--- src/design/cis_pkg.sv ---
// Shared constants, types and helper functions of the interrupt sequencer
package cis_pkg;

  // Data widths
  localparam int FLAG_W = 16; // Flag word width
  localparam int PC_W = 24; // Program counter width
  localparam int LVL_W = 3; // Priority level width
  localparam int TRAP_W = 7; // Software trap number width

  // Interrupt information read addresses
  localparam logic [31:0] INFO_ADDR = 32'h0000_0000; // Normal entry
  localparam logic [31:0] INFO_ADDR_FAST = 32'h0000_0002; // Fast entry

  // Flag word field positions and reset value
  localparam int FLG_D_BIT = 1; // Debug flag
  localparam int FLG_I_BIT = 6; // Global interrupt enable
  localparam int FLG_U_BIT = 7; // Stack select flag
  localparam int FLG_IPL_LSB = 12; // Priority level field
  localparam logic [FLAG_W-1:0] FLAG_RESET = 16'h0000;

  // Levels forced for sources without programmable level
  localparam logic [LVL_W-1:0] IPL_TOP = 3'h7;
  localparam logic [LVL_W-1:0] IPL_ON_RESET = 3'h0;

  // Trap numbers that leave the stack select flag alone
  localparam logic [TRAP_W-1:0] TRAP_USTAY_LO = 7'h20;
  localparam logic [TRAP_W-1:0] TRAP_USTAY_HI = 7'h3F;

  // Entry lengths in cycles
  localparam logic [4:0] CYC_PERIPH_16 = 5'h0E;
  localparam logic [4:0] CYC_PERIPH_8 = 5'h10;
  localparam logic [4:0] CYC_TRAP_16 = 5'h0C;
  localparam logic [4:0] CYC_TRAP_8 = 5'h0E;
  localparam logic [4:0] CYC_FIXED_16 = 5'h0D;
  localparam logic [4:0] CYC_FIXED_8 = 5'h0F;
  localparam logic [4:0] CYC_OVF_16 = 5'h0E;
  localparam logic [4:0] CYC_OVF_8 = 5'h10;
  localparam logic [4:0] CYC_BRKR_16 = 5'h11;
  localparam logic [4:0] CYC_BRKR_8 = 5'h13;
  localparam logic [4:0] CYC_DEBUG_16 = 5'h13;
  localparam logic [4:0] CYC_DEBUG_8 = 5'h15;
  localparam logic [4:0] CYC_FAST = 5'h05;

  // Step numbers inside an entry
  localparam logic [4:0] STEP_INFO = 5'h00;
  localparam logic [4:0] STEP_TEMP = 5'h01;
  localparam logic [4:0] STEP_CLEAR = 5'h02;
  localparam logic [4:0] STEP_SAVE_FLAG = 5'h03;
  localparam logic [4:0] STEP_PC_HI = 5'h04;
  localparam logic [4:0] STEP_PC_LO = 5'h05;

  // Extended divide worst-case delays
  localparam logic [6:0] EXTENDED_DIVIDE_OP_MAX = 7'h1D; // Immediate or register divisor
  localparam logic [6:0] DIV_NORM = 7'h02;
  localparam logic [6:0] DIV_INDEX = 7'h03;
  localparam logic [6:0] DIV_IND = 7'h05;
  localparam logic [6:0] DIV_IND_INDEX = 7'h06;

  // Entry kinds
  typedef enum logic [2:0] {
    kind_periph, kind_trap, kind_fixed, kind_overflow,
    kind_brk_reloc, kind_debug, kind_fast
  } cis_kind_t;

  // Winning hardware source
  typedef enum logic [2:0] {
    src_none, src_reset, src_nmi, src_wdt, src_periph, src_step, src_addr
  } cis_src_t;

  // Sequencer states
  typedef enum logic {st_idle, st_entry} cis_state_t;

  // Entry length for a kind, bus width and vector alignment
  function automatic logic [4:0] entry_cycles(cis_kind_t k, logic bus8, logic odd);
    logic slow;
    slow = bus8 | odd;
    unique case (k)
      kind_periph: entry_cycles = slow ? CYC_PERIPH_8 : CYC_PERIPH_16;
      kind_trap: entry_cycles = slow ? CYC_TRAP_8 : CYC_TRAP_16;
      kind_fixed: entry_cycles = bus8 ? CYC_FIXED_8 : CYC_FIXED_16;
      kind_overflow: entry_cycles = bus8 ? CYC_OVF_8 : CYC_OVF_16;
      kind_brk_reloc: entry_cycles = slow ? CYC_BRKR_8 : CYC_BRKR_16;
      kind_debug: entry_cycles = bus8 ? CYC_DEBUG_8 : CYC_DEBUG_16;
      default: entry_cycles = CYC_FAST;
    endcase
  endfunction

  // Worst delay of an extended divide before entry may start
  function automatic logic [6:0] divide_delay(logic [1:0] mode, logic [3:0] x,
                                              logic [3:0] y, logic slow);
    logic [6:0] xw;
    logic [6:0] yw;
    xw = slow ? {2'h0, x, 1'b0} : {3'h0, x};
    yw = slow ? {2'h0, y, 1'b0} : {3'h0, y};
    unique case (mode)
      2'h0: divide_delay = EXTENDED_DIVIDE_OP_MAX + DIV_NORM + xw;
      2'h1: divide_delay = EXTENDED_DIVIDE_OP_MAX + DIV_INDEX + xw;
      2'h2: divide_delay = EXTENDED_DIVIDE_OP_MAX + DIV_IND + xw + {yw[5:0], 1'b0};
      default: divide_delay = EXTENDED_DIVIDE_OP_MAX + DIV_IND_INDEX + xw + {yw[5:0], 1'b0};
    endcase
  endfunction

endpackage

--- src/design/cis_arbiter.sv ---
// Priority resolution of hardware interrupt requests
module cis_arbiter #(
  parameter int NUM_PERIPH = 8,
  parameter int IDX_W = $clog2(NUM_PERIPH)
) (
  // Fixed-order sources
  input wire logic reset_req,
  input wire logic nmi_req,
  input wire logic wdt_req,
  input wire logic step_req,
  input wire logic addr_match_req,
  // Maskable peripheral sources
  input wire logic [NUM_PERIPH-1:0] pending_request_bit,
  input wire logic [NUM_PERIPH*cis_pkg::LVL_W-1:0] periph_level,
  // Masking state
  input wire logic i_flag,
  input wire logic [cis_pkg::LVL_W-1:0] processor_priority_level,
  // Winner
  output logic win_valid,
  output cis_pkg::cis_src_t win_src,
  output logic [IDX_W-1:0] win_idx,
  output logic [cis_pkg::LVL_W-1:0] win_lvl
);

  logic per_found; // Some peripheral is eligible
  logic [cis_pkg::LVL_W-1:0] lvl_i; // Level under test

  // Highest eligible level, lowest index on a tie
  always_comb begin
    per_found = 1'b0;
    win_idx = '0;
    win_lvl = '0;
    lvl_i = '0;
    for (int i = 0; i < NUM_PERIPH; i++) begin
      lvl_i = periph_level[i*cis_pkg::LVL_W +: cis_pkg::LVL_W];
      // Enable, pending and strictly above the current level
      if (i_flag && pending_request_bit[i] && lvl_i > processor_priority_level) begin
        if (!per_found || lvl_i > win_lvl) begin
          per_found = 1'b1;
          win_idx = IDX_W'(i);
          win_lvl = lvl_i;
        end
      end
    end
  end

  // Fixed hardware order between source classes
  always_comb begin
    win_valid = 1'b1;
    if (reset_req) win_src = cis_pkg::src_reset;
    else if (nmi_req) win_src = cis_pkg::src_nmi;
    else if (wdt_req) win_src = cis_pkg::src_wdt;
    else if (per_found) win_src = cis_pkg::src_periph;
    else if (step_req) win_src = cis_pkg::src_step;
    else if (addr_match_req) win_src = cis_pkg::src_addr;
    else begin
      win_src = cis_pkg::src_none;
      win_valid = 1'b0;
    end
  end

endmodule

--- src/design/cis_sequencer.sv ---
// Interrupt entry and exit sequencer of the CPU core
module cis_sequencer #(
  parameter int NUM_PERIPH = 8,
  parameter int IDX_W = $clog2(NUM_PERIPH)
) (
  // Clock and reset
  input wire logic clk,
  input wire logic arst_n,
  // Hardware requests
  input wire logic reset_req,
  input wire logic nmi_req,
  input wire logic wdt_req,
  input wire logic step_req,
  input wire logic addr_match_req,
  input wire logic [NUM_PERIPH-1:0] pending_request_bit,
  input wire logic [NUM_PERIPH*cis_pkg::LVL_W-1:0] periph_level,
  input wire logic fast_en,
  input wire logic [IDX_W-1:0] fast_idx,
  // Pipeline status
  input wire logic insn_done,
  input wire logic long_op_active,
  input wire logic [cis_pkg::PC_W-1:0] pc_in,
  input wire logic flag_wr_en,
  input wire logic [cis_pkg::FLAG_W-1:0] flag_wr_data,
  // Software traps
  input wire logic trap_req,
  input wire cis_pkg::cis_kind_t trap_kind,
  input wire logic [cis_pkg::TRAP_W-1:0] trap_num,
  // Vector fetch conditions
  input wire logic bus_8bit,
  input wire logic vector_odd,
  input wire logic [cis_pkg::PC_W-1:0] vector_addr,
  // Returns
  input wire logic return_from_interrupt_op,
  input wire logic fast_return_op,
  input wire logic [cis_pkg::FLAG_W-1:0] stack_flag_in,
  input wire logic [cis_pkg::PC_W-1:0] stack_pc_in,
  // Extended divide bound
  input wire logic extended_divide_op,
  input wire logic [1:0] div_mode,
  input wire logic [3:0] div_wait_x,
  input wire logic [3:0] div_wait_y,
  input wire logic div_slow,
  // Entry side effects
  output logic suspend,
  output logic busy,
  output logic info_rd,
  output logic [31:0] info_addr,
  output logic ack_valid,
  output logic [IDX_W-1:0] ack_idx,
  output logic push_valid,
  output logic [15:0] push_data,
  output logic fast_bank,
  // Control transfer
  output logic jump_valid,
  output logic [cis_pkg::PC_W-1:0] jump_pc,
  // State
  output logic [cis_pkg::FLAG_W-1:0] cpu_flag_word,
  output logic [6:0] div_bound
);

  ////////////////////////////////////////////////////////////////////////
  // Arbitration
  logic win_valid; // Some hardware request eligible
  cis_pkg::cis_src_t win_src; // Winning class
  logic [IDX_W-1:0] win_idx; // Winning peripheral
  logic [cis_pkg::LVL_W-1:0] win_lvl; // Winning level
  logic [cis_pkg::LVL_W-1:0] ipl_cur; // Current priority level

  assign ipl_cur = cpu_flag_word[cis_pkg::FLG_IPL_LSB +: cis_pkg::LVL_W];

  // Same-cycle snapshot of all requests
  cis_arbiter #(.NUM_PERIPH(NUM_PERIPH), .IDX_W(IDX_W)) u_arb (
    .reset_req(reset_req),
    .nmi_req(nmi_req),
    .wdt_req(wdt_req),
    .step_req(step_req),
    .addr_match_req(addr_match_req),
    .pending_request_bit(pending_request_bit),
    .periph_level(periph_level),
    .i_flag(cpu_flag_word[cis_pkg::FLG_I_BIT]),
    .processor_priority_level(ipl_cur),
    .win_valid(win_valid),
    .win_src(win_src),
    .win_idx(win_idx),
    .win_lvl(win_lvl)
  );

  ////////////////////////////////////////////////////////////////////////
  // Sequencer state
  cis_pkg::cis_state_t state_r, state_nxt; // Idle or entering
  logic [4:0] step_r, step_nxt; // Step within entry
  logic [4:0] len_r, len_nxt; // Entry length
  cis_pkg::cis_kind_t kind_r, kind_nxt; // Entry kind
  cis_pkg::cis_src_t src_r, src_nxt; // Source class
  logic [cis_pkg::LVL_W-1:0] lvl_r, lvl_nxt; // Accepted level
  logic [cis_pkg::TRAP_W-1:0] tnum_r, tnum_nxt; // Trap number
  logic bus8_r, bus8_nxt; // Bus width latched
  logic odd_r, odd_nxt; // Vector alignment latched
  logic [cis_pkg::FLAG_W-1:0] flag_r, flag_nxt; // Flag word
  logic [cis_pkg::FLAG_W-1:0] temp_r, temp_nxt; // Hidden temp copy
  logic [cis_pkg::PC_W-1:0] pc_r, pc_nxt; // Interrupted PC
  logic [cis_pkg::FLAG_W-1:0] flag_shadow_register, flag_sh_nxt;
  logic [cis_pkg::PC_W-1:0] pc_shadow_register, pc_sh_nxt;
  logic info_rd_r, info_rd_nxt; // Info read strobe
  logic [31:0] info_addr_r, info_addr_nxt; // Info read address
  logic ack_r, ack_nxt; // Pending bit clear strobe
  logic [IDX_W-1:0] ack_idx_r, ack_idx_nxt; // Pending bit to clear
  logic push_r, push_nxt; // Stack push strobe
  logic [15:0] push_data_r, push_data_nxt; // Stack push word
  logic fast_bank_r, fast_bank_nxt; // Fast handler active
  logic jump_r, jump_nxt; // Control transfer strobe
  logic [cis_pkg::PC_W-1:0] jump_pc_r, jump_pc_nxt; // Target address
  logic [6:0] div_bound_r, div_bound_nxt; // Divide delay bound
  logic hw_start; // Hardware entry begins
  logic is_fast; // Winner uses the fast path
  cis_pkg::cis_kind_t hw_kind; // Kind for hardware winner

  // Boundary or suspendable op; traps go without arbitration
  assign hw_start = win_valid && (insn_done || long_op_active) && !trap_req;
  assign is_fast = fast_en && win_src == cis_pkg::src_periph && win_idx == fast_idx;
  assign suspend = state_r == cis_pkg::st_idle && hw_start && long_op_active && !insn_done;
  assign busy = state_r == cis_pkg::st_entry;

  // Kind for the hardware winner
  always_comb begin
    unique case (win_src)
      cis_pkg::src_periph: hw_kind = is_fast ? cis_pkg::kind_fast : cis_pkg::kind_periph;
      cis_pkg::src_step: hw_kind = cis_pkg::kind_debug;
      default: hw_kind = cis_pkg::kind_fixed;
    endcase
  end

  ////////////////////////////////////////////////////////////////////////
  // Next-state logic
  always_comb begin
    state_nxt = state_r;
    step_nxt = step_r;
    len_nxt = len_r;
    kind_nxt = kind_r;
    src_nxt = src_r;
    lvl_nxt = lvl_r;
    tnum_nxt = tnum_r;
    bus8_nxt = bus8_r;
    odd_nxt = odd_r;
    flag_nxt = flag_r;
    temp_nxt = temp_r;
    pc_nxt = pc_r;
    flag_sh_nxt = flag_shadow_register;
    pc_sh_nxt = pc_shadow_register;
    info_rd_nxt = 1'b0;
    info_addr_nxt = info_addr_r;
    ack_nxt = 1'b0;
    ack_idx_nxt = ack_idx_r;
    push_nxt = 1'b0;
    push_data_nxt = push_data_r;
    fast_bank_nxt = fast_bank_r;
    jump_nxt = 1'b0;
    jump_pc_nxt = jump_pc_r;
    // Bound tracks the divide now running
    div_bound_nxt = extended_divide_op ?
      cis_pkg::divide_delay(div_mode, div_wait_x, div_wait_y, div_slow) : div_bound_r;
    unique case (state_r)
      cis_pkg::st_idle: begin
        // Pipeline writes of the flag word
        if (flag_wr_en) flag_nxt = flag_wr_data;
        if (return_from_interrupt_op) begin
          // Restore from stack words
          flag_nxt = stack_flag_in;
          jump_nxt = 1'b1;
          jump_pc_nxt = stack_pc_in;
        end else if (fast_return_op) begin
          // Restore from shadows, leave fast bank
          flag_nxt = flag_shadow_register;
          jump_nxt = 1'b1;
          jump_pc_nxt = pc_shadow_register;
          fast_bank_nxt = 1'b0;
        end else if (trap_req || hw_start) begin
          state_nxt = cis_pkg::st_entry;
          step_nxt = cis_pkg::STEP_INFO;
          kind_nxt = trap_req ? trap_kind : hw_kind;
          src_nxt = trap_req ? cis_pkg::src_none : win_src;
          lvl_nxt = win_lvl;
          tnum_nxt = trap_num;
          bus8_nxt = bus_8bit;
          odd_nxt = vector_odd;
          len_nxt = cis_pkg::entry_cycles(trap_req ? trap_kind : hw_kind,
                                          bus_8bit, vector_odd);
          pc_nxt = pc_in;
          // Info fetch and pending clear in step 0
          info_rd_nxt = 1'b1;
          info_addr_nxt = (!trap_req && is_fast) ? cis_pkg::INFO_ADDR_FAST : cis_pkg::INFO_ADDR;
          ack_nxt = !trap_req && win_src == cis_pkg::src_periph;
          ack_idx_nxt = win_idx;
        end
      end
      cis_pkg::st_entry: begin
        step_nxt = step_r + 5'h01;
        unique case (step_r)
          // Hidden copy of flag word before entry
          cis_pkg::STEP_TEMP: temp_nxt = flag_r;
          cis_pkg::STEP_CLEAR: begin
            flag_nxt[cis_pkg::FLG_I_BIT] = 1'b0;
            flag_nxt[cis_pkg::FLG_D_BIT] = 1'b0;
            // Stack select kept for traps 32 to 63
            if (!(kind_r == cis_pkg::kind_trap && tnum_r >= cis_pkg::TRAP_USTAY_LO &&
                  tnum_r <= cis_pkg::TRAP_USTAY_HI)) begin
              flag_nxt[cis_pkg::FLG_U_BIT] = 1'b0;
            end
          end
          cis_pkg::STEP_SAVE_FLAG: begin
            if (kind_r == cis_pkg::kind_fast) begin
              // Shadows instead of stack, bank one selected
              flag_sh_nxt = temp_r;
              pc_sh_nxt = pc_r;
              fast_bank_nxt = 1'b1;
            end else begin
              push_nxt = 1'b1;
              push_data_nxt = temp_r;
            end
          end
          cis_pkg::STEP_PC_HI: begin
            // Upper byte of PC widened to 16 bits
            push_nxt = kind_r != cis_pkg::kind_fast;
            push_data_nxt = {8'h00, pc_r[23:16]};
          end
          cis_pkg::STEP_PC_LO: begin
            push_nxt = kind_r != cis_pkg::kind_fast;
            push_data_nxt = pc_r[15:0];
          end
          default: begin
          end
        endcase
        // Last step: level update and jump
        if (step_r == len_r - 5'h01) begin
          state_nxt = cis_pkg::st_idle;
          jump_nxt = 1'b1;
          jump_pc_nxt = vector_addr;
          if (kind_r == cis_pkg::kind_periph || kind_r == cis_pkg::kind_fast) begin
            flag_nxt[cis_pkg::FLG_IPL_LSB +: cis_pkg::LVL_W] = lvl_r;
          end else if (src_r == cis_pkg::src_nmi || src_r == cis_pkg::src_wdt) begin
            flag_nxt[cis_pkg::FLG_IPL_LSB +: cis_pkg::LVL_W] = cis_pkg::IPL_TOP;
          end else if (src_r == cis_pkg::src_reset) begin
            flag_nxt[cis_pkg::FLG_IPL_LSB +: cis_pkg::LVL_W] = cis_pkg::IPL_ON_RESET;
          end
        end
      end
    endcase
  end

  ////////////////////////////////////////////////////////////////////////
  // State registers
  always_ff @(posedge clk or negedge arst_n) begin
    if (!arst_n) begin
      state_r <= cis_pkg::st_idle;
      step_r <= '0;
      len_r <= cis_pkg::CYC_FAST;
      kind_r <= cis_pkg::kind_periph;
      src_r <= cis_pkg::src_none;
      lvl_r <= '0;
      tnum_r <= '0;
      bus8_r <= 1'b0;
      odd_r <= 1'b0;
      flag_r <= cis_pkg::FLAG_RESET;
      temp_r <= '0;
      pc_r <= '0;
      flag_shadow_register <= '0;
      pc_shadow_register <= '0;
      info_rd_r <= 1'b0;
      info_addr_r <= '0;
      ack_r <= 1'b0;
      ack_idx_r <= '0;
      push_r <= 1'b0;
      push_data_r <= '0;
      fast_bank_r <= 1'b0;
      jump_r <= 1'b0;
      jump_pc_r <= '0;
      div_bound_r <= cis_pkg::EXTENDED_DIVIDE_OP_MAX;
    end else begin
      state_r <= state_nxt;
      step_r <= step_nxt;
      len_r <= len_nxt;
      kind_r <= kind_nxt;
      src_r <= src_nxt;
      lvl_r <= lvl_nxt;
      tnum_r <= tnum_nxt;
      bus8_r <= bus8_nxt;
      odd_r <= odd_nxt;
      flag_r <= flag_nxt;
      temp_r <= temp_nxt;
      pc_r <= pc_nxt;
      flag_shadow_register <= flag_sh_nxt;
      pc_shadow_register <= pc_sh_nxt;
      info_rd_r <= info_rd_nxt;
      info_addr_r <= info_addr_nxt;
      ack_r <= ack_nxt;
      ack_idx_r <= ack_idx_nxt;
      push_r <= push_nxt;
      push_data_r <= push_data_nxt;
      fast_bank_r <= fast_bank_nxt;
      jump_r <= jump_nxt;
      jump_pc_r <= jump_pc_nxt;
      div_bound_r <= div_bound_nxt;
    end
  end

  // Registered outputs
  assign info_rd = info_rd_r;
  assign info_addr = info_addr_r;
  assign ack_valid = ack_r;
  assign ack_idx = ack_idx_r;
  assign push_valid = push_r;
  assign push_data = push_data_r;
  assign fast_bank = fast_bank_r;
  assign jump_valid = jump_r;
  assign jump_pc = jump_pc_r;
  assign cpu_flag_word = flag_r;
  assign div_bound = div_bound_r;
endmodule

--- config.mk ---
export PLATFORM = sky130hd
export DESIGN_NAME = cis_sequencer
export DESIGN_NICKNAME = d
export VERILOG_FILES = /design/src/design/cis_pkg.sv /design/src/design/cis_arbiter.sv /design/src/design/cis_sequencer.sv
export SDC_FILE = /design/constraint.sdc
export NUM_CORES = 1
export LEC_CHECK = 0
export BUFFER_PORTS_ARGS = -buffer_cell sky130_fd_sc_hd__buf_4
export CORE_ASPECT_RATIO = 1.25
export CORE_MARGIN = 4
export CORE_UTILIZATION = 54
export DETAILED_ROUTE_END_ITERATION = 8
export PLACE_DENSITY = 0.81
export SLEW_MARGIN = 20
export SYNTH_ARGS = -nofsm -noshare
export SYNTH_HDL_FRONTEND = slang
export SYNTH_HIERARCHICAL = 1
export SYNTH_SLANG_ARGS = --single-unit
--- constraint.sdc ---
create_clock -name clk -period 16 [get_ports clk]
set_input_delay 1.6 -clock clk [delete_from_list [all_inputs] [get_ports clk]]
set_output_delay 1.6 -clock clk [all_outputs]
set_load 0.05 [all_outputs]
==> results of run 1 <==
[stage by stage]
step / cell area, µm² / hold WS, ps / setup slack (ps) / utilization [%]
after floorplan: 10790 / 439.7 / 3838 / -
after global placement: 12530 / 455.5 / 2381 / 64.34
after detailed placement: 12530 / 461.1 / 2128 / 64.34
after CTS: 13160 / 476.9 / 2571 / 67.58
after global routing: 13160 / 509.2 / 1417 / 67.58
final: 13160 / 474.4 / 2404 / 67.58
[worst max-delay path, delay by kind of cell]
family                     cells  cell delay, ps
AOI/OAI and AO/OA             35            6870
buffers and inverters          1             130
and+or+nand+nor               15            2760
xor gates and xnor gates       1             340
adders and majority gates      8            2260
[cell usage after synthesis (7+ instances only)]
master / instances / area share [%]
dfrtp_1: 168 / 39
nand2_1: 146 / 5.1
mux2_2: 87 / 9.2
a21oi_1: 78 / 3.7
nor2_1: 68 / 2.4
ha_1: 60 / 7.0
inv_1: 46 / 1.6
mux2i_1: 43 / 4.0
o21ai_0: 39 / 1.8
buf_4: 37 / 2.6
o22ai_1: 29 / 1.7
clkbuf_1: 27 / 0.95
nand3_1: 24 / 1.1
a22oi_1: 20 / 1.4
buf_2: 20 / 0.94
nor2b_1: 17 / 1.0
a21oi_2: 15 / 1.2
nor3_1: 12 / 0.56
xnor2_1: 11 / 0.90
a31oi_1: 10 / 0.59
a211oi_1: 8 / 0.56
a21o_1: 8 / 0.56
xor2_1: 8 / 0.66
o21a_1: 7 / 0.49
[routing by layer]
layer | vias up | routed length [µm] | global-route usage, %
li1 | 4286 | - | -
met1 | 4333 | 11330 | 30.08
met2 | 289 | 14540 | 46.37
met3 | 49 | 1902 | 5.333
met4 | 0 | 814 | 8.372
met5 | - | 0 | 0
[registers in the layout, summed over array words and instances, names as in the netlist, 2 cells and up]
name / count
flag_shadow_register: 16
pc_r: 24
pc_shadow_register: 24
tnum_r: 2
push_data: 16
cpu_flag_word: 16
temp_r: 16
div_bound: 7
ack_idx: 3
lvl_r: 3
kind_r: 3
jump_pc: 24
len_r: 5
src_r: 3
step_r: 5
[logic make-up after synthesis]
family	Yosys count
AOI/OAI and AO/OA	266
and+or+nand+nor	312
xor gates and xnor gates	19
other	1
adders and majority gates	62
DFF	174
buffers and inverters	135
muxes	133
[area by class of cell]
cell class / count / area share (%)
clock buffers: 17 / 3.233
flip-flops and latches: 174 / 33.16
inverters: 46 / 1.312
well taps: 265 / 2.520
clock inverters: 14 / 1.560
multi-input cells: 823 / 43.75
repair buffers: 253 / 14.46
[worst max path at each step]
stage	startpoint	end	slack [ps]	cells past startpoint
after floorplan	periph_level[1]	len_r[2]	3840	63
after global placement	periph_level[1]	len_r[2]	2380	60
after detailed placement	periph_level[1]	len_r[2]	2130	60
after CTS	periph_level[1]	len_r[2]	2570	60
after global routing	periph_level[1]	len_r[2]	1420	60
final	periph_level[1]	len_r[2]	2400	60
[power groups by stage]
| stage | clock network (µW) | registers [µW] | logic [µW] |
|---|---|---|---|
| final | 444 | 806 | 1300 |
| after global routing | 466 | 831 | 1410 |
| after CTS | 448 | 805 | 1300 |
| after detailed placement | 0 | 810 | 1300 |
| after global placement | 0 | 799 | 1260 |
| after floorplan | 0 | 1030 | 710 |
==> impl_metrics.yaml, run 1 <==
worst_hold_path:
  holdPathStages: 2
  worstHoldStart: "src_r[0]"
  hp-class: "flip-flop to flip-flop"
  min_to: "src_r[0]"
cells_and_area:
  syn_to_final_growth_pct: 23.28
  antennaDiodeCount: 0
  multi_input_area_um2: 5757
  fin_cells: 1592
  drive_above_1_share_pct: 31.50
  layout.cells.most_common: "buf_4"
  register_area_um2: 4363
  n_fill_cell: 1590
  num-nets-final: 1554
  layout_common_cells: "buf_4, dfrtp_1, nand2_1, mux2_2, a21oi_1"
power:
  switching_share_pct: 45.49
  leakage_uw: 0.006521
  p_switching_uw: 1159
  vdd_drop_max_uv: 90.73
  intPower_uw: 1388
  pwr-share-clk_pct: 17.4
  report.power.total_uw: 2547
  power_density_nw_per_um2: 193.6
  pwr-share-seq_pct: 31.6
  power_frac_comb_pct: 51.0
clock_network:
  cts_made_buffers: 17
  clockBufferDepth: 2
  clk_latency_ps: 420
  postCtsSetupBuffers: 0
  cts_hold_buf: 0
  h-tree-depth: 4
  cts.sinks: 174
  cts-root-buf: "clkbuf_16"
  path_clk_slew_ps: 70
  post_cts_resized: 0
  cts_tree: "built"
synthesis:
  synth-compound-area-share_pct: 16.75
  yosysSeqAreaShare_pct: 40.87
  synth-xor-area-share_pct: 1.559
  syn_inst: 1102
  ys_ff_latch: 174
  synth_flop_cell: "dfrtp_1"
  async_flop_share_pct: 100.0
  synth-adder-area-share_pct: 7.409
  synthMuxAreaShare_pct: 13.63
  synth_area_per_cell_um2: 9.685
  synth_area_um2: 10670
  synth_simple_gate_area_share_pct: 13.32
  yosys_warnings: 6
  ys_types: 82
  synth_edf_count: 0
  synth_top_family_by_area: "compound AO/OA/AOI/OAI gates"
sta:
  finalSetupViolCount: 0
  tightest_slew_ps: 1005
  finClkSkew_ps: 10.44
  max-slew-margin-rel_pct: 33.03
  rsz0062_at_grt: "no"
  fmax_mhz: 73.55
  hold_viol: 0
  period_share_pct: 84.97
  fin_tns_setup_ps: 0
  slew_viol_final: 0
  fin_crit_ps: 13600
die:
  die_height_um: 165.2
  dieArea_um2: 22090
  die_w_um: 133.7
  io_pins: 282
  core_area_um2: 19470
  rows: 57
  start_util_pct: 54.82
setup_path:
  crit_top_cell: "ha_1"
  crit_slowest_cell: "o21ai_1"
  r2r_slack_ps: 2990
  start_kind: "input port"
  cp.required_ps: 16370
  path_class: "input port to flip-flop"
  r2r-start: "cpu_flag_word[13]"
  cp_max_fo: 12
  cp.arrival_ps: 13960
  critPathMaxStageDelay_ps: 620
  rr_endpoint: "len_r[2]"
  ff2ff_path_depth: 60
  worstSetupEndpointType: "flip-flop"
global_routing:
  antenna_found_initial: 0
  grt_usage_pct: 25.48
  grt_max_degree: 103
  overflow: 0
  grt_first_pass_wirelength_um: 45590
  grt_pass1_vias: 9198
routing:
  wl_per_cell_um: 17.95
  vias: 8957
  ant_nets: 0
  routed_wl_um: 28580
  vias_per_cell: 5.626
  drt_iter0_markers: 471
  drc: 0
  drt_first_pass_iters: 6
place:
  portBuffers: 245
  place_congestion: 0.8952
  dp_cells: 1561
  dpl.hpwl_um: 21530
run_status:
  status: "finished clean"
run:
  maxCapViolCount: 0
Note: power is estimated with default switching activity, not from simulation.
==> inputs of run 2 (changes only) <==
==> constraint.sdc (replaced) <==
create_clock -name clk -period 14.1 [get_ports clk]
set_input_delay 1.41 -clock clk [delete_from_list [all_inputs] [get_ports clk]]
set_output_delay 1.41 -clock clk [all_outputs]
set_load 0.05 [all_outputs]
==> run 2 against run 1 <==
Compared with the run above: die area unchanged; largest power group unchanged; core utilization decreased by 0.46 points; sequential power increased by 13%; critical endpoint unchanged; clock power decreased by 3%.
==> impl_metrics.yaml, run 2 (synthesis results as in run 1) <==
clock_network:
  clockBufferDepth: 2
  clk_latency_ps: 430
  cts_hold_buf: 0
  h-tree-depth: 4
  postCtsSetupBuffers: 0
  post_cts_resized: 0
  cts_tree: "built"
  cts-root-buf: "clkbuf_16"
  cts.sinks: 174
  cts_made_buffers: 17
  path_clk_slew_ps: 70
setup_path:
  start_kind: "input port"
  crit_buf_inv: 2
  critPathMaxStageDelay_ps: 490
  cp.arrival_ps: 13230
  worstSetupEndpointType: "flip-flop"
  critical-path-top-delay-family: "compound AO/OA/AOI/OAI gates"
  cp.required_ps: 14470
  cp_max_fo: 12
  crit_slowest_cell: "a21oi_1"
  crit_top_cell: "ha_1"
  path_class: "input port to flip-flop"
sta:
  fin_crit_ps: 12860
  fin_tns_setup_ps: 0
  finalSetupViolCount: 0
  hold_ws_ps: 477.0
  tightest_slew_ps: 1053
  rsz0062_at_grt: "no"
  fmax_mhz: 77.77
  max-slew-margin-rel_pct: 29.77
  hold_viol: 0
  finClkSkew_ps: 11.56
  period_share_pct: 91.20
  slew_viol_final: 0
cells_and_area:
  syn_to_final_growth_pct: 22.44
  layout_common_cells: "buf_4, dfrtp_1, nand2_1, mux2_2, a21oi_1"
  drive_above_1_share_pct: 31.48
  fin_cells: 1593
  antennaDiodeCount: 0
  layout.cells.most_common: "buf_4"
  fin_util_pct: 67.12
  fin_area_um2: 13070
  n_fill_cell: 1601
  num-nets-final: 1554
die:
  die_w_um: 133.7
  start_util_pct: 54.82
  core_area_um2: 19470
  rows: 57
  io_pins: 282
  die_height_um: 165.2
  dieArea_um2: 22090
global_routing:
  antenna_found_initial: 0
  grt_max_degree: 103
  overflow: 0
  grt_first_pass_wirelength_um: 45200
  grt_usage_pct: 25.55
  top_usage_layer: "met2"
  met2_usage_pct: 45.79
  grt_pass1_vias: 8846
  grt_use_met3_pct: 5.727
  globalRouteMet1Util_pct: 30.44
power:
  power_frac_comb_pct: 52.3
  intPower_uw: 1504
  vdd_drop_max_uv: 111.7
  leakage_uw: 0.006464
  p_switching_uw: 1312
  switching_share_pct: 46.59
  pwr-share-clk_pct: 15.3
  pwr-share-seq_pct: 32.3
  power_density_nw_per_um2: 215.5
run_status:
  status: "finished clean"
routing:
  vias_per_cell: 5.586
  ant_nets: 0
  drc: 0
  drt_first_pass_iters: 5
  drt_iter0_markers: 553
  routed_wl_um: 28430
  wl_per_cell_um: 17.85
  vias: 8898
place:
  portBuffers: 245
  dp_cells: 1561
  placed_cell_area_um2: 12530
  place_congestion: 0.9040
  dpl.hpwl_um: 21370
worst_hold_path:
  hp-class: "flip-flop to flip-flop"
run:
  maxCapViolCount: 0
[run 2: cell count changes in the layout (fill, tap and decap cells not counted), sizes merged]
cell,before,now
inv,52,50
clkbuf,17,18
clkinv,3,5
clkinvlp,1,5
bufinv,4,0
[run 2: stage by stage]
| stage | power [µW] | worst slack (ps) |
|---|---|---|
| after global routing | 3008 | 264.9 |
| final | 2817 | 1241 |
| after floorplan | 1971 | 2128 |
| after CTS | 2826 | 1347 |
| after global placement | 2342 | 1083 |
| after detailed placement | 2391 | 898.2 |
[run 2: metal layers]
| layer | wire length [µm] | vias up |
|---|---|---|
| li1 | - | 4285 |
| met1 | 11140 | 4276 |
| met2 | 14550 | 285 |
| met3 | 1915 | 52 |
| met4 | 823 | 0 |
| met5 | 0 | - |
[run 2: final timing paths]
kind	start	end	slack [ps]	cells past startpoint
setup / recovery	periph_level[1]	len_r[2]	1240	61
hold / removal	lvl_r[0]	lvl_r[0]	480	2
setup reg to reg	cpu_flag_word[13]	len_r[2]	1620	61
hold reg to reg	lvl_r[0]	lvl_r[0]	480	2
max in group asynchronous	arst_n	busy	11460	2
min in group asynchronous	arst_n	jump_pc[8]	1090	1
[run 2: area by class of cell]
cell class	instances	area, µm²	share of cell area, %
clock buffers	18	429.2	3.284
multi-input cells	823	5757	44.05
clock inverters	14	111.4	0.8522
well taps	265	331.6	2.537
repair buffers	253	1903	14.56
inverters	46	172.7	1.321
flip-flops and latches	174	4363	33.39
[run 2: power groups by stage]
| stage | registers, µW | logic (µW) | clock network [µW] |
|---|---|---|---|
| 2_1_floorplan | 1170 | 805 | 0 |
| 3_3_place_gp | 904 | 1440 | 0 |
| 3_5_place_dp | 915 | 1480 | 0 |
| 5_1_grt | 941 | 1610 | 459 |
| 6_report | 910 | 1470 | 432 |
| 4_1_cts | 908 | 1480 | 438 |
[run 2: worst min-delay path: stages, from the launching register on]
cell     delay, ps
dfrtp_1        340
nand2_1         50
nand2_1         50
==> inputs of run 3 (changes only) <==
--- a/config.mk
+++ b/config.mk
@@ -5,12 +5,12 @@
 export SDC_FILE = /design/constraint.sdc
 export NUM_CORES = 1
 export LEC_CHECK = 0
-export BUFFER_PORTS_ARGS = -buffer_cell sky130_fd_sc_hd__buf_4
 export CORE_ASPECT_RATIO = 1.25
 export CORE_MARGIN = 4
-export CORE_UTILIZATION = 54
+export CORE_UTILIZATION = 55
 export DETAILED_ROUTE_END_ITERATION = 8
-export PLACE_DENSITY = 0.81
+export DONT_BUFFER_PORTS = 1
+export PLACE_DENSITY = 0.7
 export SLEW_MARGIN = 20
 export SYNTH_ARGS = -nofsm -noshare
 export SYNTH_HDL_FRONTEND = slang
==> run 3 against run 2 <==
Compared with the run above: worst setup slack improved by 270 ps; register-to-register slack worse by 110 ps; count of clock-buffer cells in the layout is 1 lower; sequential cell count did not move; routed wire length down 7.1%; clock power is 21% higher; largest cell class unchanged; highest routed layer is now met5.
==> impl_metrics.yaml, run 3 (synthesis results as in run 1) <==
clock_network:
  clk_latency_ps: 430
  postCtsSetupBuffers: 0
  post_cts_resized: 0
  cts-root-buf: "clkbuf_16"
  path_clk_slew_ps: 70
  h-tree-depth: 4
  cts.sinks: 174
  clockBufferDepth: 2
  cts_tree: "built"
  cts_hold_buf: 0
  cts_made_buffers: 17
die:
  dieArea_um2: 21710
  rows: 56
  start_util_pct: 56.42
  die_height_um: 163.7
  io_pins: 282
  core_area_um2: 18920
  die_w_um: 132.6
setup_path:
  ff2ff_path_depth: 62
  path_class: "flip-flop to flip-flop"
  critPathMaxStageDelay_ps: 690
  start_kind: "flip-flop"
  cp.required_ps: 14470
  crit_slowest_cell: "dfrtp_1"
  cp.arrival_ps: 12960
  crit_top_cell: "ha_1"
  worstSetupEndpointType: "flip-flop"
  cp_max_fo: 12
routing:
  vias: 7816
  vias_per_cell: 5.935
  wl_per_cell_um: 20.05
  routed_wl_um: 26410
  ant_nets: 0
  drt_first_pass_iters: 5
  drt_iter0_markers: 338
  drc: 0
place:
  place_congestion: 0.8851
  portBuffers: 0
  pre_cts_slack_ps: 1241
  dpl.hpwl_um: 19840
power:
  vdd_drop_max_uv: 87.37
  leakage_uw: 0.005349
  power_density_nw_per_um2: 238.2
cells_and_area:
  layout.cells.most_common: "dfrtp_1"
  syn_to_final_growth_pct: 6.003
  n_fill_cell: 1639
  layout_common_cells: "dfrtp_1, nand2_1, mux2_2, a21oi_1, nor2_1"
  drive_above_1_share_pct: 16.14
  register_area_um2: 4363
  fin_util_pct: 59.80
  num-nets-final: 1311
  multi_input_area_um2: 5757
sta:
  max-slew-margin-rel_pct: 33.88
  finalSetupViolCount: 0
  rsz0062_at_grt: "no"
  fin_tns_setup_ps: 0
  setup_ws_ps: 1511
  finClkSkew_ps: 12.44
  fmax_mhz: 79.43
  period_share_pct: 89.29
  tightest_slew_ps: 991.8
  slew_viol_final: 0
  fin_crit_ps: 12590
  hold_viol: 0
global_routing:
  antenna_found_initial: 1
  grt_max_degree: 175
  grt_pass1_vias: 7773
  grt_first_pass_wirelength_um: 41390
  grt_usage_pct: 23.96
  overflow: 0
run:
  maxCapViolCount: 0
run_status:
  status: "finished clean"
worst_hold_path:
  holdPathStages: 2
  hp-class: "flip-flop to flip-flop"
[run 3: changes by cell type in the layout (fill, tap and decap cells not counted)]
cell	delta
diode_2	+1
buf_4	-242
clkinv_2	-1
bufinv_16	+5
clkinvlp_4	-3
inv_8	+1
inv_6	+1
clkinv_4	-3
clkbuf_1	-1
buf_6	-1
[run 3: critical path, delay by kind of cell, from the launching register on]
family                     cells  cell delay [ps]
AOI/OAI and AO/OA             35             5950
and+or+nand+nor               15             2580
adders and majority gates      8             2360
buffers and inverters          3              710
DFF                            1              690
xor gates and xnor gates       1              250
[run 3: area by class of cell]
class                           instances  area share (%)
Clock inverter                         14           2.013
Inverter                               46           1.526
Tap cell                              232           2.566
Sequential cell                       174           38.56
Antenna cell                            1         0.02212
Timing Repair Buffer                   10          0.6636
Clock buffer                           17           3.760
Multi-Input combinational cell        823           50.88
[run 3: layer usage]
layer	vias up	wire [µm]	track usage (%)	share of wire, %
met1	3759	10390	27.63	39
met2	224	13430	42.75	51
met5	-	14	0	0.053
met3	23	2215	8.088	8.4
li1	3808	-	-	-
met4	2	359	6.380	1.4
[run 3: path summary, 6_finish.rpt]
check / start / to / slack (ps)
max: cpu_flag_word[13] / len_r[2] / 1510
min: lvl_r[2] / lvl_r[2] / 480
max reg2reg: cpu_flag_word[13] / len_r[2] / 1510
min reg2reg: lvl_r[2] / lvl_r[2] / 480
max in group asynchronous: arst_n / len_r[0] / 13050
min in group asynchronous: arst_n / div_bound[6] / 680
[run 3: per-stage QoR]
stage | instances | area [µm²] | hold slack (ps) | total power, µW
after floorplan | 1132 | 10790 | 439.7 | 1971
after global placement | 1285 | 10660 | 456.6 | 2154
after detailed placement | 1285 | 10660 | 466.0 | 2188
after CTS | 1316 | 11310 | 482.5 | 2710
after global routing | 1316 | 11310 | 519.7 | 2875
final | 1317 | 11310 | 479.5 | 2695
[run 3: power by group]
part / total [µW] / internal (µW) / leakage [µW] / switching (µW)
clock network: 522 / 318 / 0.000315 / 204
logic: 956 / 419 / 0.00284 / 537
registers: 1220 / 711 / 0.00219 / 505
